$ cat src/hdl/wdt_pkg.sv
// package: constants and types for the write-once watchdog
package wdt_pkg;
    localparam logic [7:0] WDT_MODE_RESET   = 8'h67;
    localparam logic [7:0] WDT_KEY_RESET    = 8'h9A;
    localparam logic [7:0] WDT_KEY_VALUE    = 8'hAC;
    localparam logic [7:0] WDT_MODE_STOPPED = 8'h1F;
    localparam logic [4:0] WDT_SEL_STOP     = 5'h1F;
    localparam int         WDT_SEL_LSB      = 0;
    localparam int         WDT_SEL_MSB      = 4;
    localparam int         WDT_MODE_LO_BIT  = 5;
    localparam int         WDT_MODE_HI_BIT  = 6;
    localparam int         WDT_SRC_BIT      = 3;
    localparam int         WDT_OSC_EXP_BASE = 12;
    localparam int         WDT_PER_EXP_BASE = 16;
    localparam int         WDT_CNT_W        = 24;
    // APB map of the controller's own registers
    localparam logic [7:0] WDT_APB_MODE     = 8'h00;
    localparam logic [7:0] WDT_APB_KEY      = 8'h04;
    localparam logic [7:0] WDT_APB_STATUS   = 8'h08;
    localparam logic [7:0] WDT_APB_CMD      = 8'h0C;
    localparam int         WDT_CMD_MODE_WR  = 0;
    localparam int         WDT_CMD_KEY_WR   = 1;
    localparam int         WDT_CMD_MODE_RD  = 2;
    localparam int         WDT_CMD_KEY_RD   = 3;
    typedef enum logic [2:0] {
        WDT_H_IDLE = 3'b001,
        WDT_H_ACC  = 3'b010,
        WDT_H_DONE = 3'b100
    } wdt_host_state_t;
endpackage

$ cat src/hdl/wdt_if.sv
// interface: byte register port between the processor side and the watchdog
`timescale 1ns/10ps
interface wdt_if;
    logic       wr_mode;
    logic       wr_key;
    logic       rd_mode;
    logic       rd_key;
    logic [7:0] wdata;
    logic [7:0] rdata;
    logic       reset_out;
    logic       nmi_request;
    logic       cpu_on_osc;
    modport device (input wr_mode, input wr_key, input rd_mode, input rd_key,
                    input wdata, output rdata, output reset_out,
                    output nmi_request, output cpu_on_osc);
    modport host (output wr_mode, output wr_key, output rd_mode, output rd_key,
                  output wdata, input rdata, input reset_out,
                  input nmi_request, input cpu_on_osc);
endinterface

$ cat src/hdl/wdt_tick_sel.sv
// rate selector: turns the two source ticks into one count enable
`timescale 1ns/10ps
module wdt_tick_sel (
    input  wire logic i_ref_clk,
    input  wire logic i_rst,
    input  wire logic i_osc_tick,
    input  wire logic i_per_tick,
    input  wire logic i_use_per,
    output logic      o_tick
);
    import wdt_pkg::*;
    always_ff @(posedge i_ref_clk or posedge i_rst) begin
        if (i_rst) begin
            o_tick <= 1'b0;
        end else begin
            o_tick <= i_use_per ? i_per_tick : i_osc_tick;
        end
    end
endmodule

$ cat src/hdl/wdt_device.sv
// watchdog end: write-once mode register, restart key, overflow actions
//
// Local design decisions: the placing of the registers and register access over APB.
`timescale 1ns/10ps
module wdt_device (
    input  wire logic i_ref_clk,
    input  wire logic i_rst,
    input  wire logic i_osc_tick,
    input  wire logic i_per_tick,
    input  wire logic i_option_clock_lock,
    input  wire logic i_osc_stabilizing,
    wdt_if.device     bus
);
    import wdt_pkg::*;

    logic [7:0]           mode_reg;
    logic                 written_reg;
    logic [7:0]           key_reg;
    logic [WDT_CNT_W-1:0] count_reg;
    logic                 reset_reg;
    logic                 nmi_reg;
    logic                 osc_sw_reg;
    logic [7:0]           rdata_reg;
    logic                 lock_q1;
    logic                 lock_reg;
    logic                 stab_q1;
    logic                 stab_q2;
    logic [4:0]           sel;
    logic                 use_per;
    logic                 stopped;
    logic                 tick;
    logic [4:0]           exp_bits;
    logic                 overflow;

    // strap comes from outside the clock domain: two flops before use
    always_ff @(posedge i_ref_clk or posedge i_rst) begin
        if (i_rst) begin
            lock_q1  <= 1'b0;
            lock_reg <= 1'b0;
        end else begin
            lock_q1  <= i_option_clock_lock;
            lock_reg <= lock_q1;
        end
    end

    always_ff @(posedge i_ref_clk or posedge i_rst) begin
        if (i_rst) begin
            stab_q1 <= 1'b0;
            stab_q2 <= 1'b0;
        end else begin
            stab_q1 <= i_osc_stabilizing;
            stab_q2 <= stab_q1;
        end
    end

    always_ff @(posedge i_ref_clk or posedge i_rst) begin
        if (i_rst) begin
            mode_reg    <= WDT_MODE_RESET;
            written_reg <= 1'b0;
        end else if (bus.wr_mode && !written_reg) begin
            mode_reg    <= bus.wdata;
            written_reg <= 1'b1;
        end
    end

    always_ff @(posedge i_ref_clk or posedge i_rst) begin
        if (i_rst) begin
            key_reg <= WDT_KEY_RESET;
        end else if (bus.wr_key) begin
            key_reg <= bus.wdata;
        end
    end

    assign sel     = mode_reg[WDT_SEL_MSB:WDT_SEL_LSB];
    assign stopped = (sel == WDT_SEL_STOP);
    // locked part still uses the low three code bits on the oscillator
    assign use_per = sel[WDT_SRC_BIT] && !lock_reg;
    assign exp_bits = use_per ? 5'(WDT_PER_EXP_BASE + int'(sel[2:0]))
                              : 5'(WDT_OSC_EXP_BASE + int'(sel[2:0]));
    assign overflow = tick && !stopped &&
                      (count_reg == (WDT_CNT_W'(1) << exp_bits) - WDT_CNT_W'(1));

    wdt_tick_sel u_tick (
        .i_ref_clk  (i_ref_clk),
        .i_rst      (i_rst),
        .i_osc_tick (i_osc_tick),
        .i_per_tick (i_per_tick),
        .i_use_per  (use_per),
        .o_tick     (tick)
    );

    always_ff @(posedge i_ref_clk or posedge i_rst) begin
        if (i_rst) begin
            count_reg <= '0;
        end else if (bus.wr_key && bus.wdata == WDT_KEY_VALUE) begin
            count_reg <= '0;
        end else if (overflow) begin
            count_reg <= '0;
        end else if (tick && !stopped) begin
            count_reg <= count_reg + WDT_CNT_W'(1);
        end
    end

    // outputs are sticky until system reset; the reset controller clears us
    always_ff @(posedge i_ref_clk or posedge i_rst) begin
        if (i_rst) begin
            reset_reg  <= 1'b0;
            nmi_reg    <= 1'b0;
            osc_sw_reg <= 1'b0;
        end else if (overflow) begin
            if (mode_reg[WDT_MODE_HI_BIT]) begin
                if (stab_q2) begin
                    osc_sw_reg <= 1'b1;
                end else begin
                    reset_reg <= 1'b1;
                end
            end else if (mode_reg[WDT_MODE_LO_BIT]) begin
                nmi_reg <= 1'b1;
            end
        end
    end

    always_ff @(posedge i_ref_clk or posedge i_rst) begin
        if (i_rst) begin
            rdata_reg <= 8'h00;
        end else if (bus.rd_mode) begin
            rdata_reg <= mode_reg;
        end else if (bus.rd_key) begin
            rdata_reg <= key_reg;
        end
    end

    assign bus.rdata       = rdata_reg;
    assign bus.reset_out   = reset_reg;
    assign bus.nmi_request = nmi_reg;
    assign bus.cpu_on_osc  = osc_sw_reg;
endmodule

$ cat src/flat_wrapper.sv
// flat-port wrapper written by rule: the top's interface ports become plain ports
module wdt_device_flat import wdt_pkg::*;
  (i_ref_clk, i_rst, i_osc_tick, i_per_tick, i_option_clock_lock, i_osc_stabilizing, bus_wr_mode, bus_wr_key, bus_rd_mode, bus_rd_key, bus_wdata, bus_rdata, bus_reset_out, bus_nmi_request, bus_cpu_on_osc);
  wdt_if bus_i ();
  input  wire logic i_ref_clk;
  input  wire logic i_rst;
  input  wire logic i_osc_tick;
  input  wire logic i_per_tick;
  input  wire logic i_option_clock_lock;
  input  wire logic i_osc_stabilizing;
  input wire logic [$bits(bus_i.wr_mode)-1:0] bus_wr_mode;
  input wire logic [$bits(bus_i.wr_key)-1:0] bus_wr_key;
  input wire logic [$bits(bus_i.rd_mode)-1:0] bus_rd_mode;
  input wire logic [$bits(bus_i.rd_key)-1:0] bus_rd_key;
  input wire logic [$bits(bus_i.wdata)-1:0] bus_wdata;
  output wire logic [$bits(bus_i.rdata)-1:0] bus_rdata;
  output wire logic [$bits(bus_i.reset_out)-1:0] bus_reset_out;
  output wire logic [$bits(bus_i.nmi_request)-1:0] bus_nmi_request;
  output wire logic [$bits(bus_i.cpu_on_osc)-1:0] bus_cpu_on_osc;
  assign bus_i.wr_mode = bus_wr_mode;
  assign bus_i.wr_key = bus_wr_key;
  assign bus_i.rd_mode = bus_rd_mode;
  assign bus_i.rd_key = bus_rd_key;
  assign bus_i.wdata = bus_wdata;
  assign bus_rdata = bus_i.rdata;
  assign bus_reset_out = bus_i.reset_out;
  assign bus_nmi_request = bus_i.nmi_request;
  assign bus_cpu_on_osc = bus_i.cpu_on_osc;
  wdt_device u_core (.i_ref_clk(i_ref_clk), .i_rst(i_rst), .i_osc_tick(i_osc_tick), .i_per_tick(i_per_tick), .i_option_clock_lock(i_option_clock_lock), .i_osc_stabilizing(i_osc_stabilizing), .bus(bus_i));
endmodule
$ cat config.mk
export PLATFORM = sky130hd
export DESIGN_NAME = wdt_device_flat
export DESIGN_NICKNAME = d
export VERILOG_FILES = /design/src/hdl/wdt_pkg.sv /design/src/hdl/wdt_if.sv /design/src/hdl/wdt_tick_sel.sv /design/src/hdl/wdt_device.sv /design/src/flat_wrapper.sv
export SDC_FILE = /design/constraint.sdc
export NUM_CORES = 1
export LEC_CHECK = 0
export BUFFER_PORTS_ARGS = -buffer_cell sky130_fd_sc_hd__buf_2
export CAP_MARGIN = 15
export CORE_MARGIN = 1.5
export CORE_UTILIZATION = 35
export CTS_CLUSTER_DIAMETER = 40
export DETAILED_ROUTE_END_ITERATION = 16
export PLACE_DENSITY = 0.58
export SKIP_LAST_GASP = 1
export SLEW_MARGIN = 20
export SYNTH_ARGS = -nofsm -noshare
export SYNTH_HDL_FRONTEND = slang
export SYNTH_SLANG_ARGS = --single-unit
$ cat constraint.sdc
create_clock -name i_ref_clk -period 4.6 [get_ports i_ref_clk]
set_clock_uncertainty 0.05 [all_clocks]
set_input_delay 1.15 -clock i_ref_clk [delete_from_list [all_inputs] [get_ports i_ref_clk]]
set_output_delay 1.15 -clock i_ref_clk [all_outputs]
set_load 0.03 [all_outputs]
==> results of run 1 <==
## worst max-delay path: cells and delay by family (launching register included)
| kind | cells | cell delay, ns |
|---|---|---|
| xor+xnor | 1 | 0.36 |
| flops | 1 | 0.55 |
| compound gates | 2 | 0.34 |
| fa+ha+maj | 2 | 0.73 |
| buf+inv | 2 | 0.38 |
| simple gates | 5 | 1.37 |
## layout make-up
class | count | area share, %
multi-input combinational | 275 | 50.05
sequential | 57 | 34.96
timing repair buffer | 34 | 4.503
tap | 136 | 4.138
clock buffer | 10 | 3.347
clock inverter | 6 | 2.190
inverter | 9 | 0.8214
## kinds of logic after synthesis
logic type | count (synthesis)
compound gates | 54
xor+xnor | 52
fa+ha+maj | 4
buf+inv | 30
flops | 57
mux | 25
other cells | 1
simple gates | 139
## power groups by stage
stage / Clock (uW) / Sequential, uW / Combinational, uW
6_report: 551 / 800 / 679
5_1_grt: 590 / 819 / 761
3_5_place_dp: 0 / 807 / 674
2_1_floorplan: 0 / 758 / 567
4_1_cts: 563 / 799 / 679
3_3_place_gp: 0 / 801 / 662
## through the flow
stage / utilization (%) / worst slack, ns / hold WS [ns]
floorplan: - / 1.152 / 0.2812
global placement: 38.15 / 0.7974 / 0.2835
detailed placement: 38.15 / 0.6883 / 0.2916
CTS: 40.38 / 0.6537 / 0.3135
global route: 40.38 / 0.4495 / 0.3273
finish: 40.38 / 0.6652 / 0.3128
## worst paths after layout
path | from | endpoint | cells after the start
min in group asynchronous | i_rst | u_core.count_reg[0]$_DFFE_PP0P_ | 2
max in group asynchronous | i_rst | u_core.key_reg[4]$_DFFE_PP1P_ | 3
worst min-delay path | u_core.stab_q1$_DFF_PP0_ | u_core.stab_q2$_DFF_PP0_ | 0
worst min register to register | u_core.stab_q1$_DFF_PP0_ | u_core.stab_q2$_DFF_PP0_ | 0
worst max-delay path | u_core.mode_reg[2]$_DFFE_PP1P_ | u_core.count_reg[1]$_DFFE_PP0P_ | 12
worst max register to register | u_core.mode_reg[2]$_DFFE_PP1P_ | u_core.count_reg[1]$_DFFE_PP0P_ | 12
## placed cells by master (no fill, tap or decap), types with 9 or more instances in the layout
| cell | n |
|---|---|
| dfrtp_1 | 48 |
| nand2_1 | 32 |
| buf_2 | 28 |
| xnor2_1 | 26 |
| xor2_1 | 24 |
| nor3_2 | 20 |
| o21ai_0 | 19 |
| mux2_2 | 15 |
| nor2_1 | 14 |
| nand3_1 | 11 |
| nand4_1 | 11 |
| mux2i_1 | 10 |
| clkbuf_8 | 10 |
| dfstp_2 | 9 |
## synth_stat cells (9+ instances only)
library cell	count	area, sq um
clkbuf_1	9	33.78
dfrtp_1	48	1201
dfstp_2	9	236.5
inv_1	9	33.78
mux2_2	15	168.9
mux2i_1	10	100.1
nand2_1	32	120.1
nand3_1	11	55.05
nand4_1	11	68.82
nor2_1	14	52.55
nor3_2	20	200.2
o21ai_0	19	95.09
xnor2_1	26	227.7
xor2_1	24	210.2
## routing by layer
layer	wire, um	vias up	part of all wire (%)	global-route usage, %
met3	410	15	4.9	4.367
met2	4031	93	48	26.38
li1	-	1344	-	-
met4	174	0	2.1	5.577
met5	0	-	0	0
met1	3824	1416	45	21.56
==> summary.txt, run 1 <==
status = finished clean
highest clock rate = 254.1 MHz
Switching Share = 37.42%
setup TNS = 0 ns
post-layout minimum cycle time = 3.935 ns
core area = 10180 sq um
clock power share = 27.2%
routed via count = 2868
Final GP Congestion = 0.8914
IO Port Bufs = 28
Synth Area in Compound Gates = 10.28%
unrepaired setup endpoints after global routing = no
detailed-route wire length per cell = 16.02 um
Synth-to-Final Area Change = 13.03%
CP max stage delay = 0.55 ns
max FFs per register = 24
number of cell rows = 37
maximum VDD drop = 0.2191 mV
CP Class = flip-flop to flip-flop
Synth Register Bits = 57
critical-path cell list = inv_1 > ha_1 > or2_2 > or3_1 > ha_1 > a21boi_1 > xnor3_1 > nor4_2 > nand3_1 > nor4_4 > buf_4 > o21ai_0
number of post-CTS setup repair buffers = 0
n_diodes = 0
initial drt markers = 140
Placed Area = 3885 sq um
Post-Syn Area = 3638 sq um
initial antenna violation count = 0
Die Area = 11020 sq um
CP arrival = 4.10 ns
Final Hold Viols = 0
Post-Route WL = 8440 um
CTS tree = yes
Slew Viols, Final = 0
H-tree depth = 3
most used cell, CP = ha_1
gr usage total = 16.50%
final net count = 408
synth warn = 0
syn_area_per_cell = 10.05 sq um
Critical Path Start Type = flip-flop
fill count = 1036
Starting Density = 35.72%
worst-margin pin slew = 0.7978 ns
multiplexer share of the synthesized area = 7.393%
die span in x = 105.0 um
Int Power = 1270 uW
power per cell area = 493.6 nW/um^2
Max FO, Critical Path = 19
CTS clk-pin slew, worst paths = 0.08 ns
CTS Hold Bufs = 0
clock latency on the worst-skew pair = 0.35 ns
Hold Crit Class = flip-flop to flip-flop
CP Data Required Time = 4.77 ns
I/O Pins = 29
first-pass detailed-route iteration total = 5
Max clock buf depth = 2
Syn Nets = 384
remaining global-route overflow = 0
Post-synth ARST share = 100.0%
Post-synth EDFFs = 0
pin count of the biggest net entering global routing = 34
placed insts = 511
vias in the first global route = 2916
Slew headroom = 46.70%
footprint of the multi-input gates = 2058 sq um
Power, Total = 2030 uW
Seq. cell area = 1438 sq um
post-synthesis cell count = 362
Gate power share = 33.4%
R2R Setup Slk = 0.67 ns
MaxCap Viol Count = 0
share of cells above drive strength 1 = 27.11%
largest family of logic cells by synthesized area = simple AND/OR/NAND/NOR gates
root buf cell = clkbuf_8
fin crit share = 85.54%
final-report setup violation count = 0
cts bufs inserted = 9
post-CTS resize count = 0
Final ANT Viol Nets = 0
XOR/XNOR Fraction of Synth Area = 13.27%
CTS sink cnt = 57
DRC Markers = 0
post-synthesis simple-gate area fraction = 23.97%
die height = 105.0 um
Cell Count, Final, Fillers Out = 527
first-pass GRT wire length = 14560 um
Synth Flop Type = dfrtp_1
detailed placer's ending HPWL = 5872 um
number of distinct library cells after synthesis = 61
slowest CP cell = dfstp_2
sw power = 759.7 uW
CP Capture Type = flip-flop
Vias/cell = 5.442
Synth Area in Adders = 1.376%
post-layout instance area = 4113 sq um
Leak Pwr = 0.001631 uW
Sequential Power Share = 39.4%
register area share after synthesis = 39.51%
Power figures use the tool's default switching activity.
==> run 2, diff against run 1 <==
- CORE_UTILIZATION: 35 -> 30
- PLACE_DENSITY: 0.58 -> 0.53
==> summary.txt, run 2 (synthesis results as in run 1) <==
placed insts = 522 (+2.2%)
Critical Path Start Type = flip-flop
I/O Pins = 29 (unchanged)
remaining global-route overflow = 0 (unchanged)
final-report setup violation count = 0 (unchanged)
max FFs per register = 24 (unchanged)
R2R Path Start = u_core.mode_reg[2]$_DFFE_PP1P_
R2R depth = 12 (unchanged)
post-CTS resize count = 0 (unchanged)
Hold Startpoint = u_core.stab_q1$_DFF_PP0_
core area = 11910 sq um (+17%)
Slew Viols, Final = 0 (unchanged)
R2R Setup Slk = 0.91 ns (+0.24 ns)
power per cell area = 509.1 nW/um^2 (+3.1%)
CTS tree = yes
vias in the first global route = 2887 (-0.99%)
Vias/cell = 5.050 (-7.2%)
Starting Density = 30.55% (-5.2 points)
CP Data Required Time = 4.74 ns (-0.03 ns)
gr usage total = 14.14% (-2.4 points)
Leak Pwr = 0.001662 uW (+1.9%)
post-layout instance area = 4194 sq um (+2.0%)
final core occ = 35.21% (-5.2 points)
highest clock rate = 270.9 MHz (+6.6%)
root buf cell = clkbuf_16
worst-margin pin slew = 0.7760 ns (-0.02175 ns)
first-pass detailed-route iteration total = 4 (-1)
IO Port Bufs = 28 (unchanged)
routed via count = 2712 (-5.4%)
status = finished clean
Placed Area = 3899 sq um (+0.35%)
CP Capture Type = flip-flop
final net count = 408 (unchanged)
Hold EP = u_core.stab_q2$_DFF_PP0_
Max FO, Critical Path = 26 (+7)
CTS sink cnt = 57 (unchanged)
CTS Hold Bufs = 0 (unchanged)
CP arrival = 3.83 ns (-0.27 ns)
H-tree depth = 3 (unchanged)
DRC Markers = 0 (unchanged)
cts bufs inserted = 9 (unchanged)
most frequent cells in the layout = dfrtp_1, nand2_1, buf_2
detailed-route wire length per cell = 15.36 um (-4.1%)
number of post-CTS setup repair buffers = 0 (unchanged)
terminus of the critical flop-to-flop path = u_core.count_reg[1]$_DFFE_PP0P_
CTS clk-pin slew, worst paths = 0.05 ns (-0.03 ns)
die height = 113.1 um (+7.8%)
MaxCap Viol Count = 0 (unchanged)
detailed placer's ending HPWL = 5893 um (+0.36%)
post-layout minimum cycle time = 3.691 ns (-0.2435 ns)
Slew headroom = 48.16% (+1.5 points)
Max clock buf depth = 2 (unchanged)
maximum VDD drop = 0.2203 mV (+0.58%)
setup TNS = 0 ns (unchanged)
commonest non-fill, non-tap cell in the layout = dfrtp_1
Final ANT Viol Nets = 0 (unchanged)
fin crit share = 80.25% (-5.3 points)
number of cell rows = 40 (+8.1%)
Die Area = 12800 sq um (+16%)
pin count of the biggest net entering global routing = 37 (+8.8%)
CP Class = flip-flop to flip-flop
Post-Route WL = 8246 um (-2.3%)
share of cells above drive strength 1 = 26.92% (-0.19 points)
initial antenna violation count = 0 (unchanged)
fill count = 1231 (+19%)
Hold Crit Class = flip-flop to flip-flop
Worst Hold Slack = 0.2933 ns (-0.01952 ns)
Synth-to-Final Area Change = 15.27%
Final Hold Viols = 0 (unchanged)
Final GP Congestion = 0.8225 (-7.7%)
clock latency on the worst-skew pair = 0.32 ns (-0.03 ns)
WHS Path Cells = 0 (unchanged)
Cell Count, Final, Fillers Out = 537 (+1.9%)
unrepaired setup endpoints after global routing = no
first-pass GRT wire length = 14520 um (-0.29%)
initial drt markers = 110 (-21%)
n_diodes = 0 (unchanged)
die span in x = 113.1 um (+7.8%)
[run 2: final cells by class]
| cell class | instances | area (sq um) | share of cell area [%] |
|---|---|---|---|
| tap | 147 | 183.9 | 4.385 |
| clock buffer | 10 | 239.0 | 5.698 |
| inverter | 9 | 33.78 | 0.8055 |
| timing repair buffer | 34 | 185.2 | 4.415 |
| sequential | 57 | 1438 | 34.28 |
| clock inverter | 5 | 56.30 | 1.342 |
| multi-input combinational | 275 | 2058 | 49.08 |
[run 2: metal layers]
layer | up-vias | track usage [%] | routed length [um]
met1 | 1286 | 17.74 | 3665
li1 | 1354 | - | -
met4 | 0 | 5.667 | 157
met3 | 12 | 3.214 | 318
met5 | - | 0 | 0
met2 | 60 | 23.60 | 4105
[run 2: worst max-delay path, cell delays in order, from the launching register on]
cell and delay, ns:
dfstp_2 0.54, inv_1 0.07, ha_1 0.19, or2_2 0.28
or3_1 0.35, ha_1 0.34, a21boi_1 0.21, xnor3_1 0.36
nor4_2 0.27, nand3_1 0.14, nor4_4 0.21, buf_4 0.40
o21ai_0 0.15
[run 2: how the worst max path moves through the flow]
stage	from	to	cells after the start
3_3_place_gp	u_core.mode_reg[2]$_DFFE_PP1P_	u_core.count_reg[1]$_DFFE_PP0P_	12
3_5_place_dp	u_core.mode_reg[2]$_DFFE_PP1P_	u_core.count_reg[1]$_DFFE_PP0P_	12
2_1_floorplan	u_core.mode_reg[2]$_DFFE_PP1P_	u_core.count_reg[12]$_DFFE_PP0P_	13
4_1_cts	u_core.mode_reg[2]$_DFFE_PP1P_	u_core.count_reg[1]$_DFFE_PP0P_	12
5_1_grt	u_core.mode_reg[2]$_DFFE_PP1P_	u_core.count_reg[1]$_DFFE_PP0P_	12
6_report	u_core.mode_reg[2]$_DFFE_PP1P_	u_core.count_reg[1]$_DFFE_PP0P_	12
[run 2: power by group]
group          switching, uW  internal, uW  leakage [uW]  total, uW
combinational            354           323      0.000877        677
sequential               173           628      0.000641        801
clock                    228           429      0.000144        657
[run 2: per-stage QoR]
step | setup slack [ns] | power, uW
floorplan | 1.152 | 1325
global placement | 0.9599 | 1478
detailed placement | 0.8908 | 1486
CTS | 0.8711 | 2161
global route | 0.6053 | 2276
finish | 0.9087 | 2135
==> run 3, diff against run 2 <==
- PLACE_DENSITY: 0.53 -> 0.54
- clock period: 4.6 -> 3 ns (I/O delays scaled with it)
==> summary.txt, run 3 (synthesis results as in run 1) <==
status = complete, but fails checks
failing checks = negative setup slack
final net count = 451 (+11%)
Final Hold Viols = 0 (unchanged)
die height = 113.1 um (unchanged)
placed insts = 556 (+6.5%)
met3 Resource Use GR = 3.160% (-0.054 points)
CP startpoint = u_core.mode_reg[2]$_DFFE_PP1P_
initial antenna violation count = 0 (unchanged)
commonest non-fill, non-tap cell in the layout = dfrtp_1
detailed placer's ending HPWL = 6422 um (+9.0%)
initial drt markers = 147 (+34%)
Synth-to-Final Area Change = 27.75%
fin crit share = 105.9% (+26 points)
CP arrival = 3.39 ns (-0.44 ns)
met1 GRT Util = 20.30% (+2.6 points)
R2R Setup Slk = -0.18 ns (-1.09 ns)
Vias/cell = 5.151 (+2.0%)
remaining global-route overflow = 0 (unchanged)
Int Power = 2198 uW (+59%)
final-report setup violation count = 26 (+26)
CP Class = flip-flop to flip-flop
CP Capture Type = flip-flop
Starting Density = 30.55% (unchanged)
IO Port Bufs = 28 (unchanged)
Final ANT Viol Nets = 0 (unchanged)
Final GP Congestion = 0.8249 (+0.29%)
terminus of the critical flop-to-flop path = u_core.bus.reset_out$_DFFE_PP0P_
post-layout instance area = 4648 sq um (+11%)
most frequent cells in the layout = dfrtp_1, buf_4, nand2_1
die span in x = 113.1 um (unchanged)
vias in the first global route = 3223 (+12%)
pin count of the biggest net entering global routing = 29 (-22%)
cts bufs inserted = 9 (unchanged)
maximum VDD drop = 0.3128 mV (+42%)
first-pass detailed-route iteration total = 4 (unchanged)
Setup WS post-layout = -0.1776 ns (-1.086 ns)
Post-Route WL = 9310 um (+13%)
CP Data Required Time = 3.21 ns (-1.53 ns)
Power, Total = 3440 uW (+61%)
core area = 11910 sq um (unchanged)
unrepaired setup endpoints after global routing = yes
I/O Pins = 29 (unchanged)
Leak Pwr = 0.001879 uW (+13%)
R2R Path Start = u_core.mode_reg[2]$_DFFE_PP1P_
clock latency on the worst-skew pair = 0.32 ns (about the same)
share of cells above drive strength 1 = 36.41% (+9.5 points)
Slew headroom = 56.27% (+8.1 points)
number of cell rows = 40 (unchanged)
gr usage total = 15.68% (+1.5 points)
Hold Crit Class = flip-flop to flip-flop
Max FO, Critical Path = 7 (-73%)
Gate power share = 36.6% (+4.9 points)
first-pass GRT wire length = 16080 um (+11%)
met2 Use GR = 25.90% (+2.3 points)
routed via count = 2993 (+10%)
GRT busiest layer = met2
Switching Share = 36.09% (+0.73 points)
Critical Path Start Type = flip-flop
Die Area = 12800 sq um (unchanged)
MaxCap Viol Count = 0 (unchanged)
Slew Viols, Final = 0 (unchanged)
sw power = 1241 uW (+64%)
post-layout minimum cycle time = 3.178 ns (-0.5137 ns)
CTS clk-pin slew, worst paths = 0.05 ns (about the same)
Max clock buf depth = 2 (unchanged)
power per cell area = 740.0 nW/um^2 (+45%)
CTS sink cnt = 57 (unchanged)
Sequential Power Share = 35.5% (-2.0 points)
worst-margin pin slew = 0.6477 ns (-0.1284 ns)
Worst Hold Slack = 0.3017 ns (+0.008463 ns)
n_diodes = 0 (unchanged)
CTS Hold Bufs = 0 (unchanged)
Cell Count, Final, Fillers Out = 581 (+8.2%)
R2R depth = 15 (+3)
root buf cell = clkbuf_16
detailed-route wire length per cell = 16.02 um (+4.4%)
DRC Markers = 0 (unchanged)
CTS tree = yes
Placed Area = 4169 sq um (+6.9%)
Worst setup endpoint = u_core.bus.reset_out$_DFFE_PP0P_
clock power share = 27.9% (-2.9 points)
H-tree depth = 3 (unchanged)
highest clock rate = 314.7 MHz (+16%)
max FFs per register = 24 (unchanged)
[run 3: cell count changes in the layout (fill, tap and decap cells not counted), moves of 2 or more]
cell	change
ha_4	+3
o21ai_0	-2
nor3_2	+2
buf_6	+2
buf_16	+2
ha_1	-3
buf_4	+37
nor3_1	-2
[run 3: worst min-delay path by stage]
| stage | from | endpoint | slack, ns | cells after the start |
|---|---|---|---|---|
| finish | u_core.lock_q1$_DFF_PP0_ | u_core.lock_reg$_DFF_PP0_ | 0.30 | 0 |
| global route | u_core.stab_q1$_DFF_PP0_ | u_core.stab_q2$_DFF_PP0_ | 0.31 | 0 |
| CTS | u_core.stab_q1$_DFF_PP0_ | u_core.stab_q2$_DFF_PP0_ | 0.31 | 0 |
| detailed placement | u_core.stab_q1$_DFF_PP0_ | u_core.stab_q2$_DFF_PP0_ | 0.29 | 0 |
| global placement | u_core.stab_q1$_DFF_PP0_ | u_core.stab_q2$_DFF_PP0_ | 0.29 | 0 |
| floorplan | u_core.lock_q1$_DFF_PP0_ | u_core.lock_reg$_DFF_PP0_ | 0.28 | 0 |
[run 3: power groups by stage]
stage | Clock, uW | Combinational, uW | Sequential, uW
after floorplan | 0 | 873 | 1160
after global placement | 0 | 1160 | 1220
after detailed placement | 0 | 1170 | 1230
after CTS | 977 | 1240 | 1220
after global routing | 1010 | 1390 | 1250
final | 960 | 1260 | 1220
[run 3: per-layer routing]
metal	routed length, um	vias up
met5	0	-
met4	221	0
met3	372	18
met2	4509	84
met1	4206	1459
li1	-	1432
[run 3: through the flow]
stage	setup slack (ns)	TNS [ns]	util [%]
after floorplan	0.05140	0	-
after global placement	-0.2491	-5.625	35.00
after detailed placement	-0.2589	-5.440	35.00
after CTS	-0.1799	-2.905	38.98
after global routing	-0.3479	-8.551	39.02
final	-0.1776	-4.132	39.02
[run 3: cell type report]
cell class	count	area (sq um)
repair buffers	77	575.6
inverters	9	33.78
well taps	147	183.9
clock buffers	12	256.5
clock inverters	4	28.78
multi-input cells	275	2132
flip-flops and latches	57	1438
fillers	1193	7263
[run 3: critical path, cell delays in order, from the launching register on]
cell,delay (ns)
dfstp_2,0.53
inv_2,0.05
ha_4,0.15
or2_4,0.24
or3_4,0.34
ha_4,0.19
buf_6,0.12
buf_6,0.11
xnor2_2,0.12
xnor2_1,0.14
nor3_2,0.12
nand4_1,0.15
nor4_4,0.34
buf_4,0.20
buf_12,0.13
a31o_1,0.13
[run 3: what timing repair did]
action	4_1_cts	5_1_grt
resized for setup	19	5
pin swaps	33	7
endpoints found under the setup margin	26	26
cloned	3	0
buffers inserted	6	1
